`src/logic/timer_cfg.svh`:
```
/*
 * Constants of the capture/compare/PWM timer: register byte offsets,
 * field positions, reset values and counter end values.
 * Assumes an APB slave with 32-bit data, one register per aligned word.
 */
`ifndef TIMER_CFG_SVH
`define TIMER_CFG_SVH

`define N_CH            2
// Byte offsets (word aligned)
`define A_TSC           12'h000
`define A_CNTH          12'h004
`define A_CNTL          12'h008
`define A_MODH          12'h00C
`define A_MODL          12'h010
`define A_CH_BASE       12'h020
`define A_CH_STRIDE     12'h010
`define A_CSC           12'h000
`define A_CVH           12'h004
`define A_CVL           12'h008
// Timer control fields
`define TSC_FLAG        7
`define TSC_IRQEN       6
`define TSC_CPWM        5
`define TSC_CLK_HI      4
`define TSC_CLK_LO      3
// Channel control fields
`define CSC_FLAG        7
`define CSC_IE          6
`define CSC_MB          5
`define CSC_MA          4
`define CSC_ELB         3
`define CSC_ELA         2
// Values
`define ZERO16          16'h0000
`define ONE16           16'h0001
`define ALL16           16'hFFFF
`define RST8            8'h00
`define RST_CLK         2'b00

`endif

```
`src/logic/timer_pkg.sv`:
```
/*
 * Types shared by the timer files.
 * Assumes timer_cfg.svh is on the include path.
 */
`default_nettype none
package timer_pkg;
	typedef enum logic [1:0] {
		SRC_OFF   = 2'b00,
		SRC_BUS   = 2'b01,
		SRC_FIXED = 2'b10,
		SRC_EXT   = 2'b11
	} count_source_t;
	typedef enum logic [1:0] {
		CH_CAPTURE = 2'b00,
		CH_COMPARE = 2'b01,
		CH_EPWM    = 2'b11,
		CH_CPWM    = 2'b10
	} ch_mode_t;
endpackage
`default_nettype wire

```
`src/logic/timer_channel.sv`:
```
/*
 * One timer channel: capture, compare, edge and centre PWM, with its
 * value register, write buffer, read latch and event flag.
 * Assumes a counter, direction and tick from the parent, same clock.
 */
`default_nettype none
`include "timer_cfg.svh"
module timer_channel (
	input  wire logic                ref_clk,
	input  wire logic                arst_n,
	input  wire logic                tick,
	input  wire logic [15:0]         count,
	input  wire logic                count_down,
	input  wire logic                period_end,
	input  wire logic                cpwm,
	input  wire logic                pin_sync,
	input  wire logic                csc_wr,
	input  wire logic                csc_rd,
	input  wire logic [7:0]          wdata,
	input  wire logic                vh_wr,
	input  wire logic                vl_wr,
	input  wire logic                vh_rd,
	input  wire logic                vl_rd,
	output logic [7:0]               csc_q,
	output logic [7:0]               vh_q,
	output logic [7:0]               vl_q,
	output logic                     pin_out,
	output logic                     pin_oe,
	output logic                     irq
);
	import timer_pkg::*;
	// =============================================
	// Mode decode
	logic [7:0]  ctl_r;
	logic        flag_r, armed_r, pin_r, pin_d_r;
	logic [15:0] val_r, buf_r, rlat_r;
	logic        bh_r, bl_r, rl_r;
	wire  [1:0]  els      = ctl_r[`CSC_ELB:`CSC_ELA];
	wire         is_cap   = !cpwm && !ctl_r[`CSC_MB] && !ctl_r[`CSC_MA];
	wire         is_cmp   = !cpwm && !ctl_r[`CSC_MB] && ctl_r[`CSC_MA];
	wire         is_epwm  = !cpwm && ctl_r[`CSC_MB];
	wire         is_pwm   = is_epwm || cpwm;
	wire         rise     = pin_sync && !pin_d_r;
	wire         fall     = !pin_sync && pin_d_r;
	wire         cap_ev   = is_cap && ((els[0] && rise) || (els[1] && fall));
	wire         match    = tick && (count == val_r);
	wire         cmp_ev   = !is_cap && match;
	wire         ev       = cap_ev || cmp_ev;
	wire         both     = (bh_r || vh_wr) && (bl_r || vl_wr);
	wire [15:0]  buf_nxt  = {vh_wr ? wdata : buf_r[15:8], vl_wr ? wdata : buf_r[7:0]};
	// Compare loads at once, edge PWM at count zero, centre PWM at reversal
	wire         ld_ok    = is_cmp || (is_epwm && tick && count == `ZERO16)
	                        || (cpwm && period_end);
	wire         load     = !is_cap && both && ld_ok;
	wire         clr_flag = csc_wr && armed_r && !wdata[`CSC_FLAG];
	wire         cpwm_zero = val_r == `ZERO16 || val_r[15];
	logic        pin_nxt;
	always_comb begin
		pin_nxt = pin_r;
		if (is_cmp && match) begin
			case (els)
				2'b01:   pin_nxt = !pin_r;
				2'b10:   pin_nxt = 1'b0;
				2'b11:   pin_nxt = 1'b1;
				default: pin_nxt = pin_r;
			endcase
		end else if (is_epwm && tick) begin
			if (count == `ZERO16)
				pin_nxt = (val_r == `ZERO16) ? els[0] : !els[0];
			else if (count == val_r)
				pin_nxt = els[0];
		end else if (cpwm && tick) begin
			if (cpwm_zero)
				pin_nxt = els[0];
			else if (count == val_r)
				pin_nxt = count_down ? !els[0] : els[0];
		end
	end
	// =============================================
	// Registers
	always_ff @(posedge ref_clk or negedge arst_n) begin
		if (!arst_n) begin
			ctl_r   <= `RST8;
			flag_r  <= 1'b0;
			armed_r <= 1'b0;
			pin_r   <= 1'b0;
			pin_d_r <= 1'b0;
			val_r   <= `ZERO16;
			buf_r   <= `ZERO16;
			rlat_r  <= `ZERO16;
			bh_r    <= 1'b0;
			bl_r    <= 1'b0;
			rl_r    <= 1'b0;
		end else begin
			pin_d_r <= pin_sync;
			pin_r   <= pin_nxt;
			if (csc_wr)
				ctl_r <= {1'b0, wdata[6:0]};
			// Set wins over clear; a new event also disarms the read-then-write clear
			if (ev)
				flag_r <= 1'b1;
			else if (clr_flag)
				flag_r <= 1'b0;
			if (ev || csc_wr)
				armed_r <= 1'b0;
			if (csc_rd && flag_r && !ev)
				armed_r <= 1'b1;
			if (cap_ev)
				val_r <= count;
			else if (load)
				val_r <= buf_nxt;
			// Write buffer pairing, cancelled by a control write
			if (csc_wr || load) begin
				bh_r <= 1'b0;
				bl_r <= 1'b0;
			end else begin
				bh_r <= bh_r || vh_wr;
				bl_r <= bl_r || vl_wr;
			end
			if (vh_wr || vl_wr)
				buf_r <= buf_nxt;
			// Capture read latch
			if (csc_wr)
				rl_r <= 1'b0;
			else if (is_cap && (vh_rd || vl_rd)) begin
				rl_r <= !rl_r;
				if (!rl_r)
					rlat_r <= val_r;
			end
		end
	end
	wire [15:0] rd_val = (is_cap && rl_r) ? rlat_r : val_r;
	assign vh_q    = rd_val[15:8];
	assign vl_q    = rd_val[7:0];
	assign csc_q   = {flag_r, ctl_r[6:0]};
	assign pin_out = pin_r;
	assign pin_oe  = (els != 2'b00) && !is_cap;
	assign irq     = flag_r && ctl_r[`CSC_IE];
endmodule // timer_channel
`default_nettype wire

```
`src/logic/timer_capture_compare_pwm.sv`:
```
/*
 * Sixteen-bit timer with modulus counter and capture/compare/PWM channels,
 * reached over APB with byte registers in the low bits of each word.
 * Assumes ref_clk is the bus clock; timer pins and modes come from outside.
 *
 * // What this block does
 * // Select 00 releases the channel pin
 * // Capture on rising, falling or either edge
 * // Compare: none, toggle, clear or set pin
 * // Edge PWM high-true or low-true pulses
 * // Centre PWM polarity set by select
 * // Software keeps pin stable before capture
 * // Software clears flags after reconfiguring
 * // Channel value holds capture or compare, reset clears
 * // Capture read latches both bytes
 * // Channel writes paired in buffer, control resets
 * // Centre-align forces up/down and all channels
 * // Count source resets off; 01 is bus clock
 * // External clock at most quarter bus rate
 * // Counter halts in debug and stop
 * // Up count zero to terminal then zero
 * // Up/down count, one tick at ends
 * // Wrap interrupt is flag and enable level
 * // Up mode wrap flag at terminal to zero
 * // Up/down wrap flag at reversal from modulus
 * // Counter byte read snapshots both bytes
 * // Counter write clears count and snapshot
 * // Event flag set; read-then-write-zero clears
 * // Edge PWM loads value at count zero
 * // Counter and values as high/low bytes
 */
`default_nettype none
`include "timer_cfg.svh"
module timer_capture_compare_pwm (
	input  wire logic                ref_clk,
	input  wire logic                arst_n,
	input  wire logic                psel,
	input  wire logic                penable,
	input  wire logic                pwrite,
	input  wire logic [11:0]         paddr,
	input  wire logic [31:0]         pwdata,
	output logic [31:0]              prdata,
	output logic                     pready,
	output logic                     pslverr,
	input  wire logic                debug_halt,
	input  wire logic                stop_mode,
	input  wire logic                fixed_clk_tick,
	input  wire logic                ext_clk_pin,
	input  wire logic [`N_CH-1:0]    ch_pin_in,
	output logic [`N_CH-1:0]         ch_pin_out,
	output logic [`N_CH-1:0]         ch_pin_oe,
	output logic                     wrap_irq,
	output logic [`N_CH-1:0]         ch_irq
);
	import timer_pkg::*;
	// =============================================
	// Pin synchronisers
	logic [`N_CH+1:0] s1_r, s2_r;
	logic             fix_d_r, ext_d_r;
	always_ff @(posedge ref_clk or negedge arst_n) begin
		if (!arst_n) begin
			s1_r <= '0;
			s2_r <= '0;
		end else begin
			s1_r <= {fixed_clk_tick, ext_clk_pin, ch_pin_in};
			s2_r <= s1_r;
		end
	end
	wire [`N_CH-1:0] ch_sync  = s2_r[`N_CH-1:0];
	wire             ext_sync = s2_r[`N_CH];
	wire             fix_sync = s2_r[`N_CH+1];

	// =============================================
	// Bus decode
	wire        acc     = psel && penable;
	wire        wr      = acc && pwrite;
	wire        rd      = acc && !pwrite;
	wire [7:0]  wb      = pwdata[7:0];
	wire        hit_tsc = paddr == `A_TSC;
	wire        hit_ch  = paddr == `A_CNTH;
	wire        hit_cl  = paddr == `A_CNTL;
	wire        hit_mh  = paddr == `A_MODH;
	wire        hit_ml  = paddr == `A_MODL;

	// =============================================
	// Timer control and counter
	logic [7:0]  tsc_r;
	logic [15:0] cnt_r, mod_r, modbuf_r, snap_r;
	logic        down_r, tof_r, tof_arm_r, snap_r_v, mbh_r, mbl_r;
	count_source_t src;
	assign src = count_source_t'(tsc_r[`TSC_CLK_HI:`TSC_CLK_LO]);
	wire cpwm = tsc_r[`TSC_CPWM];
	logic src_tick;
	always_comb begin
		case (src)
			SRC_OFF:   src_tick = 1'b0;
			SRC_BUS:   src_tick = 1'b1;
			SRC_FIXED: src_tick = fix_sync && !fix_d_r;
			SRC_EXT:   src_tick = ext_sync && !ext_d_r;
			default:   src_tick = 1'b0;
		endcase
	end
	wire        tick     = src_tick && !debug_halt && !stop_mode;
	wire [15:0] term     = (mod_r == `ZERO16) ? `ALL16 : mod_r;
	wire        at_term  = cnt_r == term;
	wire        up_wrap  = tick && !cpwm && at_term;
	wire        reverse  = tick && cpwm && !down_r && at_term;
	wire        wrap_ev  = up_wrap || reverse;
	wire        cnt_wr   = wr && (hit_ch || hit_cl);
	wire        cnt_rd   = rd && (hit_ch || hit_cl);
	wire        tsc_wr   = wr && hit_tsc;
	wire        tof_clr  = tsc_wr && tof_arm_r && !wb[`TSC_FLAG];
	wire        mboth    = (mbh_r || (wr && hit_mh)) && (mbl_r || (wr && hit_ml));
	wire [15:0] mod_nxt  = {(wr && hit_mh) ? wb : modbuf_r[15:8],
	                        (wr && hit_ml) ? wb : modbuf_r[7:0]};
	logic [15:0] cnt_nxt;
	logic        down_nxt;
	always_comb begin
		cnt_nxt  = cnt_r;
		down_nxt = down_r;
		if (!cpwm)
			down_nxt = 1'b0;
		if (cnt_wr) begin
			cnt_nxt  = `ZERO16;
			down_nxt = 1'b0;
		end else if (tick) begin
			if (!cpwm)
				cnt_nxt = at_term ? `ZERO16 : cnt_r + `ONE16;
			else if (!down_r) begin
				// Terminal value lasts one tick, then step down
				cnt_nxt  = at_term ? cnt_r - `ONE16 : cnt_r + `ONE16;
				down_nxt = at_term;
			end else begin
				cnt_nxt  = (cnt_r == `ONE16) ? `ZERO16 : cnt_r - `ONE16;
				down_nxt = cnt_r != `ONE16;
			end
		end
	end
	always_ff @(posedge ref_clk or negedge arst_n) begin
		if (!arst_n) begin
			tsc_r     <= `RST8;
			cnt_r     <= `ZERO16;
			down_r    <= 1'b0;
			fix_d_r   <= 1'b0;
			ext_d_r   <= 1'b0;
		end else begin
			fix_d_r <= fix_sync;
			ext_d_r <= ext_sync;
			cnt_r   <= cnt_nxt;
			down_r  <= down_nxt;
			if (tsc_wr)
				tsc_r <= {1'b0, wb[6:0]};
		end
	end
	always_ff @(posedge ref_clk or negedge arst_n) begin
		if (!arst_n) begin
			tof_r     <= 1'b0;
			tof_arm_r <= 1'b0;
			mod_r     <= `ZERO16;
			modbuf_r  <= `ZERO16;
			mbh_r     <= 1'b0;
			mbl_r     <= 1'b0;
		end else begin
			if (wrap_ev)
				tof_r <= 1'b1;
			else if (tof_clr)
				tof_r <= 1'b0;
			if (wrap_ev || tsc_wr)
				tof_arm_r <= 1'b0;
			if (rd && hit_tsc && tof_r && !wrap_ev)
				tof_arm_r <= 1'b1;
			if (wr && (hit_mh || hit_ml))
				modbuf_r <= mod_nxt;
			// Modulus moves after both bytes, at reversal in centre mode
			if (mboth && (!cpwm || reverse)) begin
				mod_r <= mod_nxt;
				mbh_r <= 1'b0;
				mbl_r <= 1'b0;
			end else if (tsc_wr) begin
				mbh_r <= 1'b0;
				mbl_r <= 1'b0;
			end else begin
				mbh_r <= mbh_r || (wr && hit_mh);
				mbl_r <= mbl_r || (wr && hit_ml);
			end
		end
	end
	// Counter read snapshot
	always_ff @(posedge ref_clk or negedge arst_n) begin
		if (!arst_n) begin
			snap_r   <= `ZERO16;
			snap_r_v <= 1'b0;
		end else if (cnt_wr) begin
			snap_r_v <= 1'b0;
		end else if (cnt_rd) begin
			snap_r_v <= !snap_r_v;
			if (!snap_r_v)
				snap_r <= cnt_r;
		end
	end
	wire [15:0] cnt_view = snap_r_v ? snap_r : cnt_r;
	assign wrap_irq = tof_r && tsc_r[`TSC_IRQEN];

	// =============================================
	// Channels
	wire [7:0] csc_q [`N_CH];
	wire [7:0] vh_q  [`N_CH];
	wire [7:0] vl_q  [`N_CH];
	wire [`N_CH-1:0] ch_sel;
	genvar g;
	generate
		for (g = 0; g < `N_CH; g++) begin : g_ch
			localparam logic [11:0] BASE = `A_CH_BASE + 12'(g) * `A_CH_STRIDE;
			wire sel_c = paddr == BASE + `A_CSC;
			wire sel_h = paddr == BASE + `A_CVH;
			wire sel_l = paddr == BASE + `A_CVL;
			assign ch_sel[g] = sel_c || sel_h || sel_l;
			timer_channel u_ch (
				.ref_clk    (ref_clk),
				.arst_n     (arst_n),
				.tick       (tick),
				.count      (cnt_r),
				.count_down (down_r),
				.period_end (reverse),
				.cpwm       (cpwm),
				.pin_sync   (ch_sync[g]),
				.csc_wr     (wr && sel_c),
				.csc_rd     (rd && sel_c),
				.wdata      (wb),
				.vh_wr      (wr && sel_h),
				.vl_wr      (wr && sel_l),
				.vh_rd      (rd && sel_h),
				.vl_rd      (rd && sel_l),
				.csc_q      (csc_q[g]),
				.vh_q       (vh_q[g]),
				.vl_q       (vl_q[g]),
				.pin_out    (ch_pin_out[g]),
				.pin_oe     (ch_pin_oe[g]),
				.irq        (ch_irq[g])
			);
		end
	endgenerate

	// =============================================
	// Read mux
	logic [7:0] rbyte;
	logic       mapped;
	always_comb begin
		rbyte  = `RST8;
		mapped = hit_tsc || hit_ch || hit_cl || hit_mh || hit_ml || (|ch_sel);
		if (hit_tsc)
			rbyte = {tof_r, tsc_r[6:0]};
		else if (hit_ch)
			rbyte = cnt_view[15:8];
		else if (hit_cl)
			rbyte = cnt_view[7:0];
		else if (hit_mh)
			rbyte = mod_r[15:8];
		else if (hit_ml)
			rbyte = mod_r[7:0];
		for (int i = 0; i < `N_CH; i++) begin
			if (paddr == `A_CH_BASE + 12'(i) * `A_CH_STRIDE + `A_CSC)
				rbyte = csc_q[i];
			else if (paddr == `A_CH_BASE + 12'(i) * `A_CH_STRIDE + `A_CVH)
				rbyte = vh_q[i];
			else if (paddr == `A_CH_BASE + 12'(i) * `A_CH_STRIDE + `A_CVL)
				rbyte = vl_q[i];
		end
	end
	assign prdata  = {24'h00_0000, rbyte};
	assign pready  = 1'b1;
	assign pslverr = acc && !mapped;
endmodule // timer_capture_compare_pwm
`default_nettype wire

```
`config.mk`:
```
export PLATFORM = sky130hd
export DESIGN_NAME = timer_capture_compare_pwm
export DESIGN_NICKNAME = d
export VERILOG_FILES = /design/src/logic/timer_pkg.sv /design/src/logic/timer_channel.sv /design/src/logic/timer_capture_compare_pwm.sv
export VERILOG_INCLUDE_DIRS = /design/src /design/src/logic
export SDC_FILE = /design/constraint.sdc
export NUM_CORES = 1
export LEC_CHECK = 0
export ABC_AREA = 1
export BUFFER_PORTS_ARGS = -buffer_cell sky130_fd_sc_hd__buf_4
export CAP_MARGIN = 20
export CORE_UTILIZATION = 55
export CTS_BUF_LIST = sky130_fd_sc_hd__clkbuf_4 sky130_fd_sc_hd__clkbuf_8 sky130_fd_sc_hd__clkbuf_16
export CTS_CLUSTER_DIAMETER = 200
export DETAILED_ROUTE_END_ITERATION = 12
export PLACE_DENSITY_LB_ADDON = 0.08
export REMOVE_ABC_BUFFERS = 1
export SYNTH_ARGS = -nofsm -noshare
export SYNTH_HDL_FRONTEND = slang
export SYNTH_SLANG_ARGS = --single-unit
```
`constraint.sdc`:
```
create_clock -name ref_clk -period 2.2 [get_ports ref_clk]
set_input_delay 0.11 -clock ref_clk [delete_from_list [all_inputs] [get_ports ref_clk]]
set_output_delay 0.11 -clock ref_clk [all_outputs]
set_load 0.05 [all_outputs]
```
==> run summary, run 1 <==
antenna viol nets, final: 0
Ports: 96
Worst IR Drop VDD: 0.676 mV
Final Wtd Congestion: 0.963
Worst Setup End Kind: output port
post-synth top area cell: dfrtp_1
post-route cell area: 16500 um2
routed via count: 12843
xor and xnor area share after synthesis: 2.91%
status: finished, violations left
Hold Path Cell Cnt: 5
maximum clock rate: 390 MHz
synthesized flop and latch total: 211
Cell Rows: 55
PD cells: 734 nW/um2
Compound-Gate Fraction of Synth Area: 11.0%
sequential share of power: 34.3%
multi-input logic area: 6990 um2
Sw Pwr: 4200 uW
Min-Delay Path Class: input port to flip-flop
H-tree depth: 1
failing checks: setup timing
Setup Crit Path Kind: flip-flop to output port
WHS Endpoint: g_ch[0].u_ch.armed_r$_DFFE_PN0P_
layout filler cell count: 1798
Slew @ Worst Pin: 679 ps
Die X: 153 um
syn_area_per_cell: 7.13 um2
cells after synthesis: 1770
sw frac: 34.6%
Starting Density: 55.9%
worst setup margin: -365 ps
Worst Reg-to-Reg Cells: 18
pre-CTS setup slack: -127 ps
leading post-synthesis cells by cell area: dfrtp_1, nand2_1, o21ai_0
Final setup viols: 73
fraction of the mapped netlist area in simple logic gates: 31.9%
setup TNS: -14660 ps
DP Wirelength: 30.4 mm
Max Cap Viol: 0
Post-synth ARST share: 100%
largest family of logic cells by synthesized area: simple AND/OR/NAND/NOR gates
main flop type after synthesis: dfrtp_1
vias per cell: 5.67
Routed WL per cell: 19.9 um
DRT Pass-1 Iters: 6
placed cell area: 14100 um2
mux share of post-synthesis cell area: 1.07%
worst reg2reg startpoint: mod_r[12]$_DFFE_PN0P_
adder-cell share of the synthesized area: 0.793%
clock sinks: 211
Overall Power: 12100 uW
Die Y: 153 um
share of cells above drive strength 1: 26.7%
Setup crit start kind: flip-flop
GRT overflow: 0
final core occ: 73.3%
yosys warns: 0
fin crit share: 117%
post-synth cell types: 45
EDFF count, synth: 0
Worst Skew: 10.0 ps
Synth top area share: 41.8%
Final min period: 2560 ps
Seq. cell area: 5280 um2
Area Overhead vs Synth: 31.1%
Clk pwr share: 35.6%
hold_sp: pwrite
CTS Root Cell: clkbuf_16
Die ar.: 23600 um2
Commonest cells post-synth: nand2_1, dfrtp_1, o21ai_0, inv_1, nand3_1
Comb pwr share: 30.1%
P_int: 7950 uW
TritonCTS clock tree: done
Arr. time, crit path: 2450 ps
Tot GR Track Use: 38.3%
critical path launch point: mod_r[2]$_DFFE_PN0P_
largest net degree at the start of global routing: 64
most frequent cell after synthesis: nand2_1
Diodes inserted: 0
I/O Buffers: 46
drc violations: 0
worst skew pair latency: 530 ps
FF-to-FF End: mod_r[8]$_DFFE_PN0P_
Max Root-Sink Buffers: 3
CTS Buf Count: 24
antenna violations before repair: 0
RSZ-0062 raised after global routing: yes
Worst-path clk slew: 60 ps
Reg2Reg Setup Slack: -280 ps
Worst Path Required: 2090 ps
Final Max Tran Viols: 0
first-pass GRT wire length: 68.8 mm
Synth Cell Area: 12600 um2
Post-Route WL: 45.1 mm
crit path max fanout: 4
layout net count: 2026
sequential area share after synthesis: 41.8%
Pleak: 0.00850 uW
vias in the first global route: 12115
Slew headroom: 54.7%
Std-Cell Core Area: 22600 um2
DRT iter0 DRCs: 985
Fin. Hold Viols: 0
[placed cells by master, fill, tap and decap left out, types with 36 or more instances in the layout]
master,count
buf_4,172
buf_6,36
dfrtp_1,209
inv_1,170
nand2_1,505
nand2_2,91
nand3_1,93
nand3_2,39
nand4_1,38
nor2_1,80
o21ai_0,175
[registers in the layout, indices dropped and copies added (netlist names), 2 cells and up]
name	flops
g_ch.u_ch.rl_r	2
g_ch.u_ch.bh_r	2
modbuf_r	16
g_ch.u_ch.val_r	32
g_ch.u_ch.rlat_r	32
s1_r	4
g_ch.u_ch.flag_r	2
s2_r	4
g_ch.u_ch.pin_d_r	2
g_ch.u_ch.bl_r	2
g_ch.u_ch.buf_r	32
g_ch.u_ch.armed_r	2
snap_r	16
mod_r	16
tsc_r	7
cnt_r	16
g_ch.u_ch.pin_out	2
g_ch.u_ch.ctl_r	14
[logic make-up after synthesis]
family	count (synthesis)
AOI/OAI and AO/OA	253
xor gates and xnor gates	42
adders and majority gates	8
buffers and inverters	298
DFF	211
muxes	12
other	2
and+or+nand+nor	944
[layout make-up]
type / instances / area share [%]
tap: 285 / 2.16
multi-input combinational: 1288 / 42.2
clock inverter: 10 / 0.794
sequential: 211 / 31.9
timing repair inverter: 1 / 0.0529
timing repair buffer: 245 / 14.0
inverter: 192 / 4.49
clock buffer: 34 / 4.34
[power by group through the flow]
stage	combinational, uW	clock [uW]	sequential, uW
4_1_cts	3380	4340	4160
6_report	3660	4320	4160
5_1_grt	3910	4480	4180
2_1_floorplan	1460	0	4370
3_5_place_dp	3220	0	4230
3_3_place_gp	3200	0	4220
[worst max-delay path by stage]
stage,to,slack (ps),cells past startpoint
5_1_grt,prdata[2],-460,13
3_3_place_gp,g_ch[0].u_ch.val_r[12]$_DFFE_PN0P_,-80,15
6_report,prdata[2],-360,12
4_1_cts,prdata[7],-300,15
3_5_place_dp,mod_r[5]$_DFFE_PN0P_,-130,15
2_1_floorplan,g_ch[0].u_ch.flag_r$_DFFE_PN0P_,-740,5
[critical path: stages (launching register included)]
cell	delay [ps]
dfrtp_1	370
buf_4	140
inv_2	120
o21ai_0	110
o21ai_0	150
nand4_1	250
nand2_1	170
nand3_1	130
nand2_2	140
nand3_2	90
nand2_2	80
inv_2	30
buf_6	140
[metrics by stage]
step | hold slack, ps | instances
after floorplan | -186 | 1687
after global placement | 66.5 | 2161
after detailed placement | 73.1 | 2161
after CTS | 46.8 | 2260
after global routing | 81.8 | 2266
final | 61.3 | 2266
[repair_timing]
| action | 4_1_cts | 5_1_grt |
|---|---|---|
| hold buffers | 13 | 0 |
| pin swaps | 56 | 87 |
| setup buffers | 31 | 13 |
| endpoints found under the setup margin | 78 | 82 |
| gates cloned | 12 | 0 |
| resized for setup | 158 | 156 |
| hold endpoints to repair | 200 | 0 |
[metal layers]
metal	routed length, um	GRT usage (%)	vias to the layer above
met3	3400	4.96	138
li1	-	-	6012
met1	18300	50.4	6151
met4	2420	18.1	0
met5	0	0	-
met2	21000	62.8	542
Power figures use the tool's default switching activity.
==> run 2, diff against run 1 <==
--- a/config.mk
+++ b/config.mk
@@ -6,13 +6,12 @@
 export SDC_FILE = /design/constraint.sdc
 export NUM_CORES = 1
 export LEC_CHECK = 0
-export ABC_AREA = 1
-export BUFFER_PORTS_ARGS = -buffer_cell sky130_fd_sc_hd__buf_4
 export CAP_MARGIN = 20
 export CORE_UTILIZATION = 55
 export CTS_BUF_LIST = sky130_fd_sc_hd__clkbuf_4 sky130_fd_sc_hd__clkbuf_8 sky130_fd_sc_hd__clkbuf_16
 export CTS_CLUSTER_DIAMETER = 200
 export DETAILED_ROUTE_END_ITERATION = 12
+export DONT_BUFFER_PORTS = 1
 export PLACE_DENSITY_LB_ADDON = 0.08
 export REMOVE_ABC_BUFFERS = 1
 export SYNTH_ARGS = -nofsm -noshare
==> run summary, run 2 <==
Post-Route WL: 41.4 mm (was 45.1 mm)
crit-path most repeated cell: or4_4
EDFF count, synth: 0 (unchanged)
Die ar.: 22200 um2 (was 23600 um2)
most frequent cell after synthesis: dfrtp_1 (was nand2_1)
syn_area_per_cell: 9.88 um2 (was 7.13 um2)
GRT overflow: 0 (unchanged)
Largest regs: g_ch.u_ch.buf_r: 32 flops, g_ch.u_ch.rlat_r: 32 flops, g_ch.u_ch.val_r: 32 flops (unchanged)
Critical Path Max Stage Delay: 540 ps (was 370 ps)
Synth top area share: 44.4% (was 41.8%)
Setup crit start kind: flip-flop (unchanged)
Final min period: 2960 ps (was 2560 ps)
Slew @ Worst Pin: 835 ps (was 679 ps)
Slew headroom: 44.2% (was 54.7%)
Worst Path Required: 2610 ps (was 2090 ps)
CTS Root Cell: clkbuf_16 (unchanged)
Synth Cell Area: 11900 um2 (was 12600 um2)
synthesized flop and latch total: 211 (unchanged)
antenna violations before repair: 1 (was 0)
Compound-Gate Fraction of Synth Area: 12.0% (was 11.0%)
worst skew pair latency: 530 ps (about the same)
first-pass GRT wire length: 62.5 mm (was 68.8 mm)
DRT Pass-1 Iters: 6 (unchanged)
Arr. time, crit path: 3370 ps (was 2450 ps)
CTS Buf Count: 25 (was 24)
CP bufs+invs: 3 (was 4)
Reg2Reg Setup Slack: -760 ps (was -280 ps)
maximum clock rate: 337 MHz (was 390 MHz)
Routed WL per cell: 23.7 um (was 19.9 um)
post-synth cell types: 75 (was 45)
largest family of logic cells by synthesized area: simple AND/OR/NAND/NOR gates (unchanged)
Worst Setup End Kind: flip-flop (was output port)
Die X: 149 um (was 153 um)
Commonest cells post-synth: dfrtp_1, nand2_1, mux2_2, a21oi_1, nor2_1 (was nand2_1, dfrtp_1, o21ai_0, inv_1, nand3_1)
layout net count: 1515 (was 2026)
Starting Density: 56.4% (was 55.9%)
Final Max Tran Viols: 0 (unchanged)
fin cells: 1746 (was 2266)
Final Wtd Congestion: 0.968 (was 0.963)
vias per cell: 6.25 (was 5.67)
fraction of the mapped netlist area in simple logic gates: 16.8% (was 31.9%)
Max Root-Sink Buffers: 3 (unchanged)
RSZ-0062 raised after global routing: yes (unchanged)
Met2 Wirelength: 18.9 mm (was 21.0 mm)
I/O Buffers: 0 (was 46)
Setup Crit Path Kind: flip-flop to flip-flop (was flip-flop to output port)
H-tree depth: 1 (unchanged)
highest-count cells in the layout ignoring fill and taps: buf_4, dfrtp_1, nand2_1 (was nand2_1, dfrtp_1, o21ai_0)
Max Cap Viol: 0 (unchanged)
adder-cell share of the synthesized area: 0.841% (was 0.793%)
mux share of post-synthesis cell area: 16.4% (was 1.07%)
M1 WL: 16.7 mm (was 18.3 mm)
DRT iter0 DRCs: 972 (was 985)
slowest cell on the critical path: or4_4 (was dfrtp_1)
post-synth top area cell: dfrtp_1 (unchanged)
Cell Rows: 53 (was 55)
status: finished, violations left (unchanged)
largest net degree at the start of global routing: 212 (was 64)
routed wl met3: 3.77 mm (was 3.40 mm)
Final setup viols: 85 (was 73)
yosys warns: 0 (unchanged)
failing checks: hold timing, setup timing (was setup timing)
Worst IR Drop VDD: 0.486 mV (was 0.676 mV)
Area Overhead vs Synth: 34.8% (was 31.1%)
final core occ: 76.0% (was 73.3%)
fin crit share: 135% (was 117%)
worst setup margin: -765 ps (was -365 ps)
Fin. Hold Viols: 211 (was 0)
vias in the first global route: 10618 (was 12115)
sequential area share after synthesis: 44.4% (was 41.8%)
layout filler cell count: 1439 (was 1798)
antenna viol nets, final: 0 (unchanged)
highest metal used: met4 (unchanged)
share of cells above drive strength 1: 38.2% (was 26.7%)
leading cell type in the layout, fill and taps excluded: buf_4 (was nand2_1)
Die Y: 149 um (was 153 um)
Min-Delay Path Class: input port to async pin (was input port to flip-flop)
Std-Cell Core Area: 21100 um2 (was 22600 um2)
TritonCTS clock tree: done (unchanged)
final hold slack: -719 ps (was 61.3 ps)
Tot GR Track Use: 37.4% (was 38.3%)
Worst-path clk slew: 60 ps (about the same)
hold buffer count at CTS: 21 (was 13)
DP Wirelength: 27.2 mm (was 30.4 mm)
leading post-synthesis cells by cell area: dfrtp_1, mux2_2, nand2_1 (was dfrtp_1, nand2_1, o21ai_0)
delay-heaviest family, CP: simple AND/OR/NAND/NOR gates (unchanged)
# placed instances: 1644 (was 2161)
clock sinks: 211 (unchanged)
multi-input logic area: 6800 um2 (was 6990 um2)
Pleak: 0.00744 uW (was 0.00850 uW)
Post-synth ARST share: 100% (unchanged)
Ports: 96 (unchanged)
worst-path cell chain: or4_4 -> or4_4 -> nor4b_4 -> buf_4 -> and3_4 -> nor2_4 -> a21oi_4 -> buf_6 -> buf_12 -> mux2i_2 -> o21ai_1 (was buf_4 -> inv_2 -> o21ai_0 -> o21ai_0 -> nand4_1 -> nand2_1 -> nand3_1 -> nand2_2 -> nand3_2 -> nand2_2 -> inv_2 -> buf_6)
main flop type after synthesis: dfrtp_1 (unchanged)
PD cells: 545 nW/um2 (was 734 nW/um2)
cells after synthesis: 1204 (was 1770)
xor and xnor area share after synthesis: 4.34% (was 2.91%)
Seq. cell area: 5290 um2 (was 5280 um2)
Worst Skew: 14.2 ps (was 10.0 ps)
drc violations: 0 (unchanged)
crit path max fanout: 5 (was 4)
routed via count: 10920 (was 12843)
run 2: where the power goes:
part           internal (uW)  total (uW)  switching (uW)
Combinational            138         423             285
Clock                   2680        4370            1690
Sequential              3910        3940            27.5
run 2: kinds of logic after synthesis:
group / Yosys count
AOI/OAI and AO/OA: 229
xor gates and xnor gates: 59
adders and majority gates: 8
buffers and inverters: 119
DFF: 211
muxes: 179
other: 2
and+or+nand+nor: 397
run 2: through the flow:
| stage | setup TNS (ps) | total power [uW] | worst slack, ps | area [um2] |
|---|---|---|---|---|
| 2_1_floorplan | -100750 | 4220 | -1600 | 11400 |
| 3_3_place_gp | -41500 | 4320 | -647 | 13700 |
| 3_5_place_dp | -45920 | 4320 | -713 | 13700 |
| 4_1_cts | -42160 | 8720 | -609 | 15500 |
| 5_1_grt | -56110 | 8940 | -806 | 16000 |
| 6_report | -50450 | 8730 | -765 | 16000 |
run 2: final timing paths:
kind	startpoint	endpoint	depth (start not counted)
max	cnt_r[6]$_DFFE_PN0P_	g_ch[0].u_ch.val_r[6]$_DFFE_PN0P_	11
min reg2reg	s1_r[3]$_DFF_PN0_	s2_r[3]$_DFF_PN0_	0
min in group ref_clk	paddr[3]	g_ch[1].u_ch.bl_r$_DFF_PN0_	5
max in group asynchronous	arst_n	cnt_r[0]$_DFFE_PN0P_	0
min	arst_n	g_ch[1].u_ch.rlat_r[1]$_DFFE_PN0P_	0
max reg2reg	cnt_r[6]$_DFFE_PN0P_	g_ch[0].u_ch.val_r[6]$_DFFE_PN0P_	11
run 2: routing by layer:
metal / GRT usage [%] / vias to the layer above
met3: 6.67 / 158
met1: 51.1 / 5349
met5: 0 / -
met2: 58.6 / 655
met4: 15.7 / 0
li1: - / 4758
run 2: cell type report:
| type | count | share of cell area, % |
|---|---|---|
| clock buffer | 33 | 4.55 |
| sequential | 211 | 33.0 |
| inverter | 17 | 0.398 |
| tap | 275 | 2.15 |
| multi-input combinational | 897 | 42.4 |
| clock inverter | 12 | 0.913 |
| timing repair buffer | 300 | 16.6 |
| antenna | 1 | 0.0156 |
run 2: repair_timing:
| action | CTS | global route |
|---|---|---|
| resized for setup | 122 | 97 |
| gates cloned | 4 | 3 |
| pin swaps | 52 | 54 |
| endpoints found under the hold margin | 345 | 211 |
| buffers inserted | 22 | 18 |
| setup endpoints to repair | 85 | 102 |
